### config.mk
export PLATFORM = sky130hd
export DESIGN_NAME = mea_endec
export DESIGN_NICKNAME = d
export VERILOG_FILES = /design/src/inc/mea_pkg.sv /design/src/logic/mea_endec.sv
export VERILOG_INCLUDE_DIRS = /design/src /design/src/inc
export SDC_FILE = /design/constraint.sdc
export NUM_CORES = 1
export LEC_CHECK = 0
export BUFFER_PORTS_ARGS = -buffer_cell sky130_fd_sc_hd__buf_4
export CORE_MARGIN = 2
export CORE_UTILIZATION = 60
export DETAILED_ROUTE_END_ITERATION = 10
export PLACE_DENSITY = 0.82
export SKIP_CTS_REPAIR_TIMING = 1
export SLEW_MARGIN = 20
export SYNTH_ARGS = -nofsm -noshare
export SYNTH_HDL_FRONTEND = slang
export SYNTH_SLANG_ARGS = --single-unit
### constraint.sdc
create_clock -name pclk -period 5.1 [get_ports pclk]
set_clock_uncertainty 0.05 [all_clocks]
set_input_delay 0.51 -clock pclk [delete_from_list [all_inputs] [get_ports pclk]]
set_output_delay 0.51 -clock pclk [all_outputs]
set_load 0.01 [all_outputs]
### src/inc/mea_regs.svh
// Purpose: Register offsets, field positions and timing counts of the media codec.
// Assumes: APB with 32-bit data, 125 MHz pclk.
// Notes:   Timing counts are derived from printed times and the clock rate.
`ifndef MEA_REGS_SVH
`define MEA_REGS_SVH

`define MEA_CLK_HZ        125000000
`define MEA_ADDR_W        8

`define MEA_CTRL_OFS      8'h00
`define MEA_STAT_OFS      8'h04
`define MEA_IRQ_OFS       8'h08
`define MEA_MASK_OFS      8'h0C

`define MEA_CTRL_AUI      0
`define MEA_CTRL_AUTO     4
`define MEA_CTRL_RST      32'h0000_0000

`define MEA_IRQ_MED       0
`define MEA_IRQ_JAB       1
`define MEA_IRQ_COL       2
`define MEA_IRQ_LINK      3
`define MEA_NIRQ          4

`define MEA_JAB_MS        26
`define MEA_UNJAB_MS      750
`define MEA_LLOSS_MS      50
`define MEA_MS_CYC(ms)    ((ms) * (`MEA_CLK_HZ / 1000))

`define MEA_MID_NS        75
`define MEA_EOF_NS        150
`define MEA_HALF_NS       50
`define MEA_COLH_NS       200
`define MEA_NS_CYC(ns)    (((ns) * (`MEA_CLK_HZ / 1000000)) / 1000)

`define MEA_VALID_BITS    6

`endif

### src/inc/mea_pkg.sv
// Purpose: Types shared by the media codec.
// Assumes: Constants live in mea_regs.svh.
// Notes:   Types only.
package mea_pkg;
   typedef enum logic {MED_TP, MED_AUI} mea_med_t;

   typedef struct packed {
      logic p;
      logic n;
   } mea_pair_t;

   typedef struct packed {
      logic col;
      logic tx_act;
      logic rx_act;
      logic auto_en;
      logic jab;
      logic link;
      logic aui;
   } mea_stat_t;
endpackage

### src/logic/mea_endec.sv
// Purpose: Manchester codec with twisted-pair / AUI auto-switch and status indicators.
// Assumes: Codec line and strap pins are asynchronous to pclk and pass a three-stage filter; APB pins do not.
// Notes:   The 20 MHz oscillator is sampled, not used as a clock.
//
// Function
// Auto-switch enabled by strap bit five at reset or control bit four.
// Auto-switch on and no link pulses: select AUI port.
// Auto-switch on and link pulses return: select twisted-pair port.
// Medium changes only between frames, never mid transmit or receive.
// Switch to AUI while jabbering waits for jabber end plus unjab time.
// Jabber after 26 ms transmit; re-enable after 750 ms of idle enable.
// Coax select output asserted when auto-switch picked the AUI port.
// Activity, collision and link indicators are open-drain sinks.
// Oscillator divided by two gives the 10 MHz transmit clock.
// Oscillator paces encoder, decoder and twisted-pair logic alike. Here it paces only the encoder; decoder, jabber and link timers count pclk.
// Encoder converts NRZ transmit data to Manchester on differential output.
// Zero is high then low; one is low then high.
// Idle transmit lines held equal: zero differential.
// Decoder recovers NRZ data and receive clock for the controller.
// Receive data declared valid after six decoded bit times.
// Decoder tolerates 20 ns edge jitter.
// End of frame when mid-bit transitions stop.
// AUI collision signal makes the controller back off and reschedule.
// Collision indicator follows collision input only during network activity.
`timescale 1ns/1ps
`default_nettype none
`include "mea_regs.svh"

module mea_endec #(
   parameter int unsigned JAB_CYC   = `MEA_MS_CYC(`MEA_JAB_MS),
   parameter int unsigned UNJAB_CYC = `MEA_MS_CYC(`MEA_UNJAB_MS),
   parameter int unsigned LLOSS_CYC = `MEA_MS_CYC(`MEA_LLOSS_MS)
) (
   input  wire logic                      pclk,
   input  wire logic                      presetn,
   input  wire logic                      psel,
   input  wire logic                      penable,
   input  wire logic                      pwrite,
   input  wire logic [`MEA_ADDR_W-1:0]    paddr,
   input  wire logic [31:0]               pwdata,
   output var  logic [31:0]               prdata,
   output var  logic                      pready,
   output var  logic                      pslverr,
   output var  logic                      irq,
   input  wire logic                      strap_addr_bit5,
   input  wire logic                      osc_in,
   output var  logic                      osc_out,
   output var  logic                      tx_clk_out,
   input  wire logic                      tx_en,
   input  wire logic                      tx_data,
   output var  logic                      rx_data_out,
   output var  logic                      rx_clk_out,
   output var  logic                      carrier_sense,
   output var  logic                      collision_out,
   output var  mea_pkg::mea_pair_t        tp_tx,
   input  wire logic                      tp_rx,
   input  wire logic                      tp_link_pulse,
   output var  mea_pkg::mea_pair_t        aui_tx,
   input  wire logic                      aui_rx,
   input  wire logic                      collision_diff_in,
   output var  logic                      coax_select,
   output var  logic                      activity_indicator_o,
   output var  logic                      activity_indicator_oe,
   output var  logic                      collision_indicator_o,
   output var  logic                      collision_indicator_oe,
   output var  logic                      link_good_indicator_o,
   output var  logic                      link_good_indicator_oe
);
   import mea_pkg::*;

   localparam int unsigned MID_CYC  = `MEA_NS_CYC(`MEA_MID_NS);
   localparam int unsigned EOF_CYC  = `MEA_NS_CYC(`MEA_EOF_NS);
   localparam int unsigned HALF_CYC = `MEA_NS_CYC(`MEA_HALF_NS);
   localparam int unsigned COLH_CYC = `MEA_NS_CYC(`MEA_COLH_NS);
   localparam int unsigned NS       = 7;

   if (JAB_CYC < 2 || UNJAB_CYC < 2 || LLOSS_CYC < 2) begin : g_chk
      $error("mea_endec: timing counts must be at least 2");
   end
   if (JAB_CYC >= 2**27 || UNJAB_CYC >= 2**27 || LLOSS_CYC >= 2**27) begin : g_chk2
      $error("mea_endec: timing counts exceed counter width");
   end

   // Input filter indices
   localparam int unsigned I_OSC = 0;
   localparam int unsigned I_TXE = 1;
   localparam int unsigned I_TXD = 2;
   localparam int unsigned I_RX  = 3;
   localparam int unsigned I_LNK = 4;
   localparam int unsigned I_CD  = 5;
   localparam int unsigned I_STR = 6;

   mea_med_t        med_q;
   logic [NS-1:0]   pins;
   logic [NS-1:0]   s1_q, s2_q, s3_q, f_q;

   assign pins = {strap_addr_bit5, collision_diff_in, tp_link_pulse,
                  (med_q == MED_AUI) ? aui_rx : tp_rx, tx_data, tx_en, osc_in};

   // A level change counts only once stages two and three agree
   for (genvar i = 0; i < NS; i++) begin : g_sync
      always_ff @(posedge pclk or negedge presetn) begin
         if (!presetn) begin
            s1_q[i] <= 1'b0;
            s2_q[i] <= 1'b0;
            s3_q[i] <= 1'b0;
            f_q[i]  <= 1'b0;
         end else begin
            s1_q[i] <= pins[i];
            s2_q[i] <= s1_q[i];
            s3_q[i] <= s2_q[i];
            if (s2_q[i] == s3_q[i]) begin
               f_q[i] <= s3_q[i];
            end
         end
      end
   end

   // Strap is caught once, after the filter has settled
   // The filter output is valid only after its fourth edge, so wait for it
   logic [2:0] strap_cnt_q;
   logic       strap_q;
   always_ff @(posedge pclk or negedge presetn) begin
      if (!presetn) begin
         strap_cnt_q <= 3'h0;
         strap_q     <= 1'b0;
      end else if (strap_cnt_q != 3'h5) begin
         strap_cnt_q <= strap_cnt_q + 3'h1;
         if (strap_cnt_q == 3'h4) begin
            strap_q <= f_q[I_STR];
         end
      end
   end

   // APB register file
   logic [31:0]          ctrl_q;
   logic [`MEA_NIRQ-1:0] ist_q, imask_q, ev;
   mea_stat_t            stat;
   wire  acc      = psel & penable & pready;
   wire  wr       = acc & pwrite;
   wire  hit_ctrl = (paddr == `MEA_CTRL_OFS);
   wire  hit_stat = (paddr == `MEA_STAT_OFS);
   wire  hit_irq  = (paddr == `MEA_IRQ_OFS);
   wire  hit_mask = (paddr == `MEA_MASK_OFS);
   wire  hit_any  = hit_ctrl | hit_stat | hit_irq | hit_mask;
   wire  auto_en  = strap_q | ctrl_q[`MEA_CTRL_AUTO];
   wire [31:0] rd_mux =
      hit_ctrl ? ctrl_q :
      hit_stat ? {25'h0, stat} :
      hit_irq  ? {28'h0, ist_q} :
      hit_mask ? {28'h0, imask_q} : 32'h0;

   always_ff @(posedge pclk or negedge presetn) begin
      if (!presetn) begin
         pready  <= 1'b0;
         pslverr <= 1'b0;
         prdata  <= 32'h0;
      end else begin
         pready  <= psel & ~penable & ~pready;
         pslverr <= psel & ~penable & ~pready & ~hit_any;
         prdata  <= (psel & ~penable) ? rd_mux : prdata;
      end
   end

   always_ff @(posedge pclk or negedge presetn) begin
      if (!presetn) begin
         ctrl_q  <= `MEA_CTRL_RST;
         imask_q <= 4'h0;
         ist_q   <= 4'h0;
         irq     <= 1'b0;
      end else begin
         if (wr && hit_ctrl) begin
            ctrl_q <= pwdata & 32'h0000_0011;
         end
         if (wr && hit_mask) begin
            imask_q <= pwdata[`MEA_NIRQ-1:0];
         end
         // A new event wins over a clear in the same cycle
         ist_q <= (ist_q & ~((wr && hit_irq) ? pwdata[`MEA_NIRQ-1:0] : 4'h0)) | ev;
         irq   <= |(ist_q & imask_q);
      end
   end

   // Oscillator halved to bit-cell phases and the transmit clock
   logic osc_prev_q, half_q, txa_q, txd_q, line_q;
   wire  osc_rise = f_q[I_OSC] & ~osc_prev_q;
   always_ff @(posedge pclk or negedge presetn) begin
      if (!presetn) begin
         osc_prev_q <= 1'b0;
         half_q     <= 1'b0;
         txa_q      <= 1'b0;
         txd_q      <= 1'b0;
         line_q     <= 1'b0;
         tx_clk_out <= 1'b0;
         osc_out    <= 1'b0;
      end else begin
         osc_prev_q <= f_q[I_OSC];
         osc_out    <= ~f_q[I_OSC];
         if (osc_rise) begin
            half_q     <= ~half_q;
            tx_clk_out <= ~half_q;
            if (!half_q) begin
               txa_q  <= f_q[I_TXE];
               txd_q  <= f_q[I_TXD];
               line_q <= ~f_q[I_TXD];
            end else begin
               line_q <= txd_q;
            end
         end
      end
   end

   // Jabber watchdog on the twisted-pair transmitter
   logic [26:0] jcnt_q, ucnt_q;
   logic        jab_q;
   always_ff @(posedge pclk or negedge presetn) begin
      if (!presetn) begin
         jcnt_q <= 27'h0;
         ucnt_q <= 27'h0;
         jab_q  <= 1'b0;
      end else if (!jab_q) begin
         ucnt_q <= 27'h0;
         if (txa_q && med_q == MED_TP) begin
            jcnt_q <= jcnt_q + 27'h1;
            if (jcnt_q == 27'(JAB_CYC - 1)) begin
               jab_q <= 1'b1;
            end
         end else begin
            jcnt_q <= 27'h0;
         end
      end else begin
         jcnt_q <= 27'h0;
         // Any enable restarts the unjab wait
         if (f_q[I_TXE]) begin
            ucnt_q <= 27'h0;
         end else if (ucnt_q == 27'(UNJAB_CYC - 1)) begin
            jab_q  <= 1'b0;
         end else begin
            ucnt_q <= ucnt_q + 27'h1;
         end
      end
   end

   // Link integrity from received link pulses
   logic [26:0] lcnt_q;
   logic        link_q, lp_prev_q;
   wire         lp_rise = f_q[I_LNK] & ~lp_prev_q;
   always_ff @(posedge pclk or negedge presetn) begin
      if (!presetn) begin
         lcnt_q    <= 27'h0;
         link_q    <= 1'b0;
         lp_prev_q <= 1'b0;
      end else begin
         lp_prev_q <= f_q[I_LNK];
         if (lp_rise) begin
            lcnt_q <= 27'h0;
            link_q <= 1'b1;
         end else if (lcnt_q == 27'(LLOSS_CYC - 1)) begin
            link_q <= 1'b0;
         end else begin
            lcnt_q <= lcnt_q + 27'h1;
         end
      end
   end

   // Decoder: edges later than 3/4 bit after the last mid-bit edge are
   // mid-bit edges; that margin absorbs the allowed jitter on both sides.
   logic       rx_prev_q, rxa_q;
   logic [4:0] since_q;
   logic [2:0] nbit_q;
   wire        rx_edge = f_q[I_RX] ^ rx_prev_q;
   wire        mid     = rx_edge & (~rxa_q | (since_q >= 5'(MID_CYC - 1)));
   wire        rx_end  = rxa_q & ~mid & (since_q >= 5'(EOF_CYC));
   always_ff @(posedge pclk or negedge presetn) begin
      if (!presetn) begin
         rx_prev_q     <= 1'b0;
         rxa_q         <= 1'b0;
         since_q       <= 5'h0;
         nbit_q        <= 3'h0;
         rx_data_out   <= 1'b0;
         rx_clk_out    <= 1'b0;
         carrier_sense <= 1'b0;
      end else begin
         rx_prev_q <= f_q[I_RX];
         if (mid) begin
            since_q     <= 5'h0;
            rxa_q       <= 1'b1;
            rx_data_out <= f_q[I_RX];
            rx_clk_out  <= 1'b1;
            if (nbit_q != 3'(`MEA_VALID_BITS)) begin
               nbit_q <= nbit_q + 3'h1;
            end
            if (nbit_q == 3'(`MEA_VALID_BITS - 1)) begin
               carrier_sense <= 1'b1;
            end
         end else begin
            if (since_q != 5'h1F) begin
               since_q <= since_q + 5'h1;
            end
            if (since_q == 5'(HALF_CYC)) begin
               rx_clk_out <= 1'b0;
            end
            if (rx_end) begin
               rxa_q         <= 1'b0;
               nbit_q        <= 3'h0;
               carrier_sense <= 1'b0;
               rx_clk_out    <= 1'b0;
            end
         end
      end
   end

   // Collision input: a 10 MHz burst keeps the hold timer refreshed
   logic       cd_prev_q, cola_q;
   logic [4:0] ccnt_q;
   wire        cd_edge = f_q[I_CD] ^ cd_prev_q;
   always_ff @(posedge pclk or negedge presetn) begin
      if (!presetn) begin
         cd_prev_q <= 1'b0;
         cola_q    <= 1'b0;
         ccnt_q    <= 5'h0;
      end else begin
         cd_prev_q <= f_q[I_CD];
         if (cd_edge) begin
            cola_q <= 1'b1;
            ccnt_q <= 5'h0;
         end else if (ccnt_q == 5'(COLH_CYC)) begin
            cola_q <= 1'b0;
         end else begin
            ccnt_q <= ccnt_q + 5'h1;
         end
      end
   end

   wire net_act = txa_q | rxa_q;
   wire col_now = (med_q == MED_AUI) ? cola_q : (txa_q & rxa_q);

   // Medium selection
   wire want_aui = auto_en ? ~link_q : ctrl_q[`MEA_CTRL_AUI];
   wire idle     = ~txa_q & ~rxa_q & ~f_q[I_TXE];
   wire go_aui   = (med_q == MED_TP) & want_aui & idle & ~jab_q;
   wire go_tp    = (med_q == MED_AUI) & ~want_aui & idle;
   logic col_prev_q, link_prev_q, jab_prev_q;

   always_ff @(posedge pclk or negedge presetn) begin
      if (!presetn) begin
         med_q <= MED_TP;
      end else begin
         unique case (med_q)
            MED_TP: begin
               if (go_aui) begin
                  med_q <= MED_AUI;
               end
            end
            MED_AUI: begin
               if (go_tp) begin
                  med_q <= MED_TP;
               end
            end
         endcase
      end
   end

   assign ev = {link_q ^ link_prev_q, col_now & ~col_prev_q,
                jab_q & ~jab_prev_q, go_aui | go_tp};

   assign stat = '{col: col_now, tx_act: txa_q, rx_act: rxa_q, auto_en: auto_en,
                   jab: jab_q, link: link_q, aui: (med_q == MED_AUI)};

   // Line drivers and indicators, all registered
   always_ff @(posedge pclk or negedge presetn) begin
      if (!presetn) begin
         tp_tx                  <= '0;
         aui_tx                 <= '0;
         coax_select            <= 1'b0;
         collision_out          <= 1'b0;
         col_prev_q             <= 1'b0;
         link_prev_q            <= 1'b0;
         jab_prev_q             <= 1'b0;
         activity_indicator_o   <= 1'b0;
         activity_indicator_oe  <= 1'b0;
         collision_indicator_o  <= 1'b0;
         collision_indicator_oe <= 1'b0;
         link_good_indicator_o  <= 1'b0;
         link_good_indicator_oe <= 1'b0;
      end else begin
         col_prev_q  <= col_now;
         link_prev_q <= link_q;
         jab_prev_q  <= jab_q;
         // Idle lines sit equal so a transformer sees no differential
         tp_tx  <= (txa_q && med_q == MED_TP && !jab_q) ?
                   '{p: line_q, n: ~line_q} : '0;
         aui_tx <= (txa_q && med_q == MED_AUI) ?
                   '{p: line_q, n: ~line_q} : '0;
         coax_select   <= auto_en & (med_q == MED_AUI);
         collision_out <= col_now;
         // Open drain: only ever sink, never drive high
         activity_indicator_o   <= 1'b0;
         activity_indicator_oe  <= net_act;
         collision_indicator_o  <= 1'b0;
         collision_indicator_oe <= col_now & net_act;
         link_good_indicator_o  <= 1'b0;
         link_good_indicator_oe <= link_q;
      end
   end

endmodule
`default_nettype wire

==> run metrics, run 1 <==
unrepaired setup endpoints after global routing no; leading post-synthesis cells by cell area dfrtp_1 (53%), a21oi_1 (3.0%), nor2_1 (2.7%); r2r setup slk between 2 and 3 ns; footprint of the multi-input gates 3610 µm²; DRT iter0 DRCs 632; CP startpoint kind flop; GRT overflow 0; GRT Util Overall 0.252; nets 895; H-tree depth 4; fin crit share 0.432; cell-internal power about 2.6 mW; CTS Root Cell clkbuf_16; share of layout cells above drive strength 1 0.122; Post-DP HPWL between 10 and 15 mm; FILL cells 970; Cells after Synth slightly below 800; number of flops mapped to enable cells by yosys 0; Yosys top cell area share 0.526; CTS max path bufs 2; Final ANT Viol Nets 0; largest net degree at the start of global routing 83; f_max 0.454 GHz; vias in the first global route ~6000; Final Hold Fails 0; Std-Cell Rows 42; max-cap viol count 0; sequential cell area 4330 µm²; cts bufs inserted 17; reg2reg end lcnt_q[22]$_DFFE_PN0P_; Power Total roughly 3.5 mW; commonest non-fill, non-tap cell in the layout dfrtp_1; Power Dens Cells about 380 nW/µm²; sequential area share after synthesis 0.526; Worst setup EP type flop; Via Count approximately 6200; R2R depth 4; wire length per cell 17.1 µm; CP Max Fanout 18; Synth Cell Area 8230 µm²; sw frac 0.274; syn avg cell area 10.5 µm²; initial antenna violation count 0; pins over their slew limit 0; DRC Markers 0; setup_tns 0 ns; Synth Register Bits between 150 and 200; Max rail drop VDD 0.249 mV; Clk pwr share 0.371; Required @ worst endpoint 5.39 ns; status completed; die footprint roughly 15000 µm²; IO Count 105; combinational share of power 0.152; first-pass GRT wire length roughly 29 mm; Clock Latency Late Sink 0.42 ns; most frequent cells in the layout dfrtp_1 (173), nor2_1 (60), buf_4 (51); r2r startpoint lcnt_q[7]$_DFFE_PN0P_; NetSw 0.965 mW; Max transition margin 0.313; Worst Max-Slew Pin Slew 1.03 ns; Die W 121 µm; Synth async-reset ratio 1.00; P_leak 3.88 nW; starting density of the core 0.617; crit path from lcnt_q[7]$_DFFE_PN0P_; CTS clk-pin slew, worst paths 0.06 ns; floorplan core area between 10000 and 15000 µm²; Yosys top cell by area dfrtp_1; minimum clock period 2.20 ns; drt total wl 17.3 mm; unique cell type count in the Yosys netlist 59; Post-DP Area roughly 8600 µm²; cell area after layout 9220 µm²; # port buffers 49; P&R area growth vs syn 11.9%; Yosys warnings 0; Crit Path Category reg2reg; Worst EP arrival 2.49 ns; DRT Pass-1 Iters 8; hold crit path type in2async; final setup vio count 0; CTS tree done; DIE HEIGHT 121 µm; DR vias/cell between 6 and 7; Seq pwr share 0.477; Main synth FF type dfrtp_1; GPL Wtd Cong 0.862; Antenna Cells 0; clk sinks around 170
==> how the worst max path moves through the flow <==
stage | endpoint | slack [ns] | cells after the start
2_1_floorplan | imask_q[0]$_DFFE_PN0P_ | 2.92 | 4
3_3_place_gp | imask_q[0]$_DFFE_PN0P_ | 2.69 | 5
3_5_place_dp | imask_q[1]$_DFFE_PN0P_ | 2.65 | 5
4_1_cts | lcnt_q[22]$_DFFE_PN0P_ | 2.91 | 4
5_1_grt | ucnt_q[23]$_DFFE_PN0P_ | 2.67 | 4
6_report | lcnt_q[22]$_DFFE_PN0P_ | 2.90 | 4
==> logic make-up after synthesis <==
kind of cell / after synthesis / share of synthesized area
other: 1 / 0.000455
XOR/XNOR: 41 / 0.0436
flip-flops: 173 / 0.526
multiplexers: 21 / 0.0289
AND/OR/NAND/NOR: 315 / 0.216
AO/OA/AOI/OAI: 136 / 0.104
buffers and inverters: 76 / 0.0483
adder cells (fa/ha/maj): 23 / 0.0328
==> metrics by stage <==
| step | setup slack [ns] | hold slack (ns) | util | cells |
|---|---|---|---|---|
| floorplan | 2.92 | 0.164 | - | 813 |
| finish | 2.90 | 0.0770 | 0.690 | 1014 |
| detailed placement | 2.65 | 0.285 | 0.646 | 983 |
| CTS | 2.91 | 0.105 | 0.690 | 1014 |
| global route | 2.67 | 0.127 | 0.690 | 1014 |
| global placement | 2.69 | 0.283 | 0.646 | 983 |
==> cell usage after synthesis, drive strengths merged, types with 14 or more instances <==
| cell | n |
|---|---|
| dfrtp | 173 |
| nor2 | 60 |
| a21oi | 50 |
| nand2 | 46 |
| nand3 | 43 |
| buf | 35 |
| nand4 | 35 |
| o31ai | 27 |
| or4 | 27 |
| o21ai | 26 |
| clkbuf | 23 |
| xor2 | 23 |
| or3 | 19 |
| inv | 18 |
| xnor2 | 18 |
| ha | 16 |
| and3 | 14 |
==> worst max-delay path, stage by stage (launching register included) <==
cell and delay (ns):
dfrtp_1 0.48, nand4_2 0.18, or3_1 0.64, or4_1 0.58, a21oi_1 0.18
==> registers in the layout, summed over array words and instances, names as in the netlist, 2 cells and up <==
| register | flops |
|---|---|
| since_q | 5 |
| jcnt_q | 27 |
| prdata | 7 |
| s3_q | 7 |
| aui_tx | 2 |
| lcnt_q | 27 |
| tp_tx | 2 |
| nbit_q | 3 |
| s1_q | 7 |
| ucnt_q | 27 |
| ist_q | 4 |
| ccnt_q | 5 |
| ctrl_q | 2 |
| strap_cnt_q | 3 |
| f_q | 7 |
| s2_q | 7 |
| imask_q | 4 |
==> cell type report <==
type / instances / share of cell area
sequential: 173 / 0.470
clock inverter: 6 / 0.0118
inverter: 18 / 0.00733
clock buffer: 25 / 0.0527
multi-input combinational: 564 / 0.392
timing repair buffer: 52 / 0.0428
tap: 176 / 0.0239
==> power by group through the flow <==
stage	logic (mW)	registers, mW	clock network [mW]
2_1_floorplan	0.358	1.66	0
3_3_place_gp	0.496	1.69	0
3_5_place_dp	0.529	1.70	0
4_1_cts	0.541	1.68	1.32
5_1_grt	0.602	1.70	1.38
6_report	0.535	1.68	1.31
==> per-layer routing <==
layer  track usage  vias to the layer above  wire length (µm)
met4        0.0797                        0               242
li1              -                     2899                 -
met1         0.341                     3078              7460
met2         0.409                      207              8710
met5             0                        -                 0
met3        0.0536                       23               889
No activity file was read; power rests on OpenSTA's default activity.
==> inputs of run 2 (changes only) <==
--- a/config.mk
+++ b/config.mk
@@ -6,11 +6,12 @@
 export SDC_FILE = /design/constraint.sdc
 export NUM_CORES = 1
 export LEC_CHECK = 0
+export ABC_AREA = 1
 export BUFFER_PORTS_ARGS = -buffer_cell sky130_fd_sc_hd__buf_4
 export CORE_MARGIN = 2
-export CORE_UTILIZATION = 60
+export CORE_UTILIZATION = 59
 export DETAILED_ROUTE_END_ITERATION = 10
-export PLACE_DENSITY = 0.82
+export PLACE_DENSITY = 0.81
 export SKIP_CTS_REPAIR_TIMING = 1
 export SLEW_MARGIN = 20
 export SYNTH_ARGS = -nofsm -noshare
==> constraint.sdc (replaced) <==
create_clock -name pclk -period 2.2 [get_ports pclk]
set_clock_uncertainty 0.05 [all_clocks]
set_input_delay 0.22 -clock pclk [delete_from_list [all_inputs] [get_ports pclk]]
set_output_delay 0.22 -clock pclk [all_outputs]
set_load 0.01 [all_outputs]
==> run metrics, run 2 <==
status finished with violations (was completed); failing checks hold timing; unrepaired setup endpoints after global routing no (unchanged); first-pass GRT wire length 32.3 mm (was 29.2 mm); CP max stage cell dfrtp_1 (was or3_1); Max rail drop VDD 0.623 mV (was 0.249 mV); floorplan core area 15000 µm² (was 13300 µm²); wire length per cell 13.4 µm (was 17.1 µm); commonest non-fill, non-tap cell in the layout nand2_1 (was dfrtp_1); Synth Register Bits 173 (unchanged); largest net degree at the start of global routing 77 (was 83); Yosys top cell area share 0.482 (was 0.526); DRT Pass-1 Iters 5 (was 8); clk sinks 173 (unchanged); CP Max Fanout 7 (was 18); Final ANT Viol Nets 0 (unchanged); Post-DP Area 9510 µm² (was 8620 µm²); GRT overflow 0 (unchanged); nets 1314 (was 895); setup_tns 0 ns (unchanged); most frequent cells in the layout nand2_1 (297), nor2_1 (205), dfrtp_1 (173) (was dfrtp_1 (173), nor2_1 (60), buf_4 (51)); Final Hold Slack -0.00825 ns (was 0.0770 ns); Final Hold Fails 1 (was 0); pins over their slew limit 0 (unchanged); cell area after layout 10300 µm² (was 9220 µm²); FILL cells 1227 (was 970); DIE HEIGHT 127 µm (was 121 µm); CP startpoint kind flop (unchanged); Power Dens Cells 804 nW/µm² (was 382 nW/µm²); CTS clk-pin slew, worst paths 0.06 ns (about the same); DRC Markers 0 (unchanged); Worst Max-Slew Pin Slew 0.709 ns (was 1.03 ns); hold crit path type in2reg (was in2async); DR vias/cell 5.28 (was 6.12); Std-Cell Rows 45 (was 42); cts bufs inserted 17 (unchanged); critical-path cell list ha_1, inv_1, nor2_4, nand4_1, nor2_1, nand3_1, nand2_1, inv_1 (was nand4_2, or3_1, or4_1, a21oi_1); Required @ worst endpoint 2.47 ns (was 5.39 ns); Post-synth top cells nand2_1 (297), nor2_1 (205), dfrtp_1 (173), inv_1 (127), nand3_1 (113) (was dfrtp_1 (173), nor2_1 (60), a21oi_1 (50), nand2_1 (46), nand3_1 (43)); share of layout cells above drive strength 1 0.0946 (was 0.122); post-layout util 0.683 (was 0.690); final setup vio count 0 (unchanged); number of flops mapped to enable cells by yosys 0 (unchanged); count leader, synth nand2_1 (was dfrtp_1); Cells after Synth 1171 (was 786); IO Count 105 (unchanged); Synth Cell Area 8980 µm² (was 8230 µm²); Worst setup EP type flop (unchanged); Post-DP HPWL 13.7 mm (was 11.6 mm); f_max 0.546 GHz (was 0.454 GHz); Synth async-reset ratio 1.00 (unchanged); P_leak 4.76 nW (was 3.88 nW); Via Count 7637 (was 6207); # port buffers 49 (unchanged); Die W 127 µm (was 121 µm); Clock Latency Late Sink 0.43 ns (was 0.42 ns); Yosys top cell by area dfrtp_1 (unchanged); max-cap viol count 0 (unchanged); footprint of the multi-input gates 4000 µm² (was 3610 µm²); sequential cell area 4330 µm² (unchanged); leading post-synthesis cells by cell area dfrtp_1 (48%), nand2_1 (12%), nor2_1 (8.6%) (was dfrtp_1 (53%), a21oi_1 (3.0%), nor2_1 (2.7%)); initial antenna violation count 0 (unchanged); syn avg cell area 7.67 µm² (was 10.5 µm²); Worst EP arrival 2.10 ns (was 2.49 ns); vias in the first global route 7089 (was 5983); Antenna Cells 0 (unchanged); GRT Util Overall 0.246 (was 0.252); Yosys warnings 0 (unchanged); Max transition margin 0.522 (was 0.313); Largest regs jcnt_q x27, lcnt_q x27, ucnt_q x27 (unchanged); sequential area share after synthesis 0.482 (was 0.526); Main synth FF type dfrtp_1 (unchanged); CTS max path bufs 2 (unchanged); H-tree depth 4 (unchanged); starting density of the core 0.598 (was 0.617); DRT iter0 DRCs 668 (was 632); most used cell, CP inv_1; drt total wl 19.4 mm (was 17.3 mm); P&R area growth vs syn 14.3% (was 11.9%); fin crit share 0.832 (was 0.432); GPL Wtd Cong 0.926 (was 0.862); CTS Root Cell clkbuf_16 (unchanged); slowest cell delay on critical path 0.44 ns (was 0.64 ns); die footprint 16200 µm² (was 14700 µm²); CTS tree done (unchanged); Crit Path Category reg2reg (unchanged); minimum clock period 1.83 ns (was 2.20 ns); unique cell type count in the Yosys netlist 40 (was 59)
==> run 2: worst paths after layout <==
path,startpoint,end,slack (ns),cells past startpoint
worst min-delay path,pwdata[3],imask_q[3]$_DFFE_PN0P_,-0.008,3
min in group asynchronous,presetn,jcnt_q[17]$_DFF_PN0_,0.11,2
worst max-delay path,lcnt_q[0]$_DFFE_PN0P_,lcnt_q[4]$_DFFE_PN0P_,0.37,8
worst max register to register,lcnt_q[0]$_DFFE_PN0P_,lcnt_q[4]$_DFFE_PN0P_,0.37,8
worst min register to register,s1_q[1]$_DFF_PN0_,s2_q[1]$_DFF_PN0_,0.30,0
max in group asynchronous,presetn,s1_q[0]$_DFF_PN0_,1.34,3
==> run 2: worst max-delay path, delay by kind of cell (launching register included) <==
kind | cells | cell delay (ns)
simple gates | 5 | 0.80
flops | 1 | 0.44
fa+ha+maj | 1 | 0.28
buf+inv | 2 | 0.15
==> run 2: layer usage <==
layer	track usage	vias to the layer above	wire (µm)
li1	-	3832	-
met1	0.330	3540	8780
met2	0.404	232	9280
met3	0.0511	33	1000
met4	0.0814	0	336
met5	0	-	0
==> run 2: final cells by class <==
type,instances,share of cell area
Clock buffer,21,0.0448
Clock inverter,11,0.0177
Inverter,127,0.0464
Multi-Input combinational cell,855,0.389
Sequential cell,173,0.421
Tap cell,188,0.0229
Timing Repair Buffer,71,0.0576
==> run 2: cell families after synthesis <==
group / after synthesis / synth area share
and+or+nand+nor: 695 / 0.330
DFF: 173 / 0.482
buffers and inverters: 170 / 0.0844
AOI/OAI and AO/OA: 91 / 0.0550
adders and majority gates: 23 / 0.0301
xor gates and xnor gates: 17 / 0.0166
other: 1 / 0.000417
muxes: 1 / 0.00125
==> run 2: through the flow <==
step	worst slack (ns)	total power, mW	cells
3_5_place_dp	0.437	5.03	1402
5_1_grt	0.227	8.66	1446
6_report	0.369	8.26	1446
3_3_place_gp	0.471	4.97	1402
4_1_cts	0.395	8.29	1434
2_1_floorplan	0.655	4.57	1198
==> run 2: report_power, final <==
group | internal, mW | switching, mW
sequential | 3.50 | 0.279
combinational | 0.474 | 0.749
clock | 1.98 | 1.27
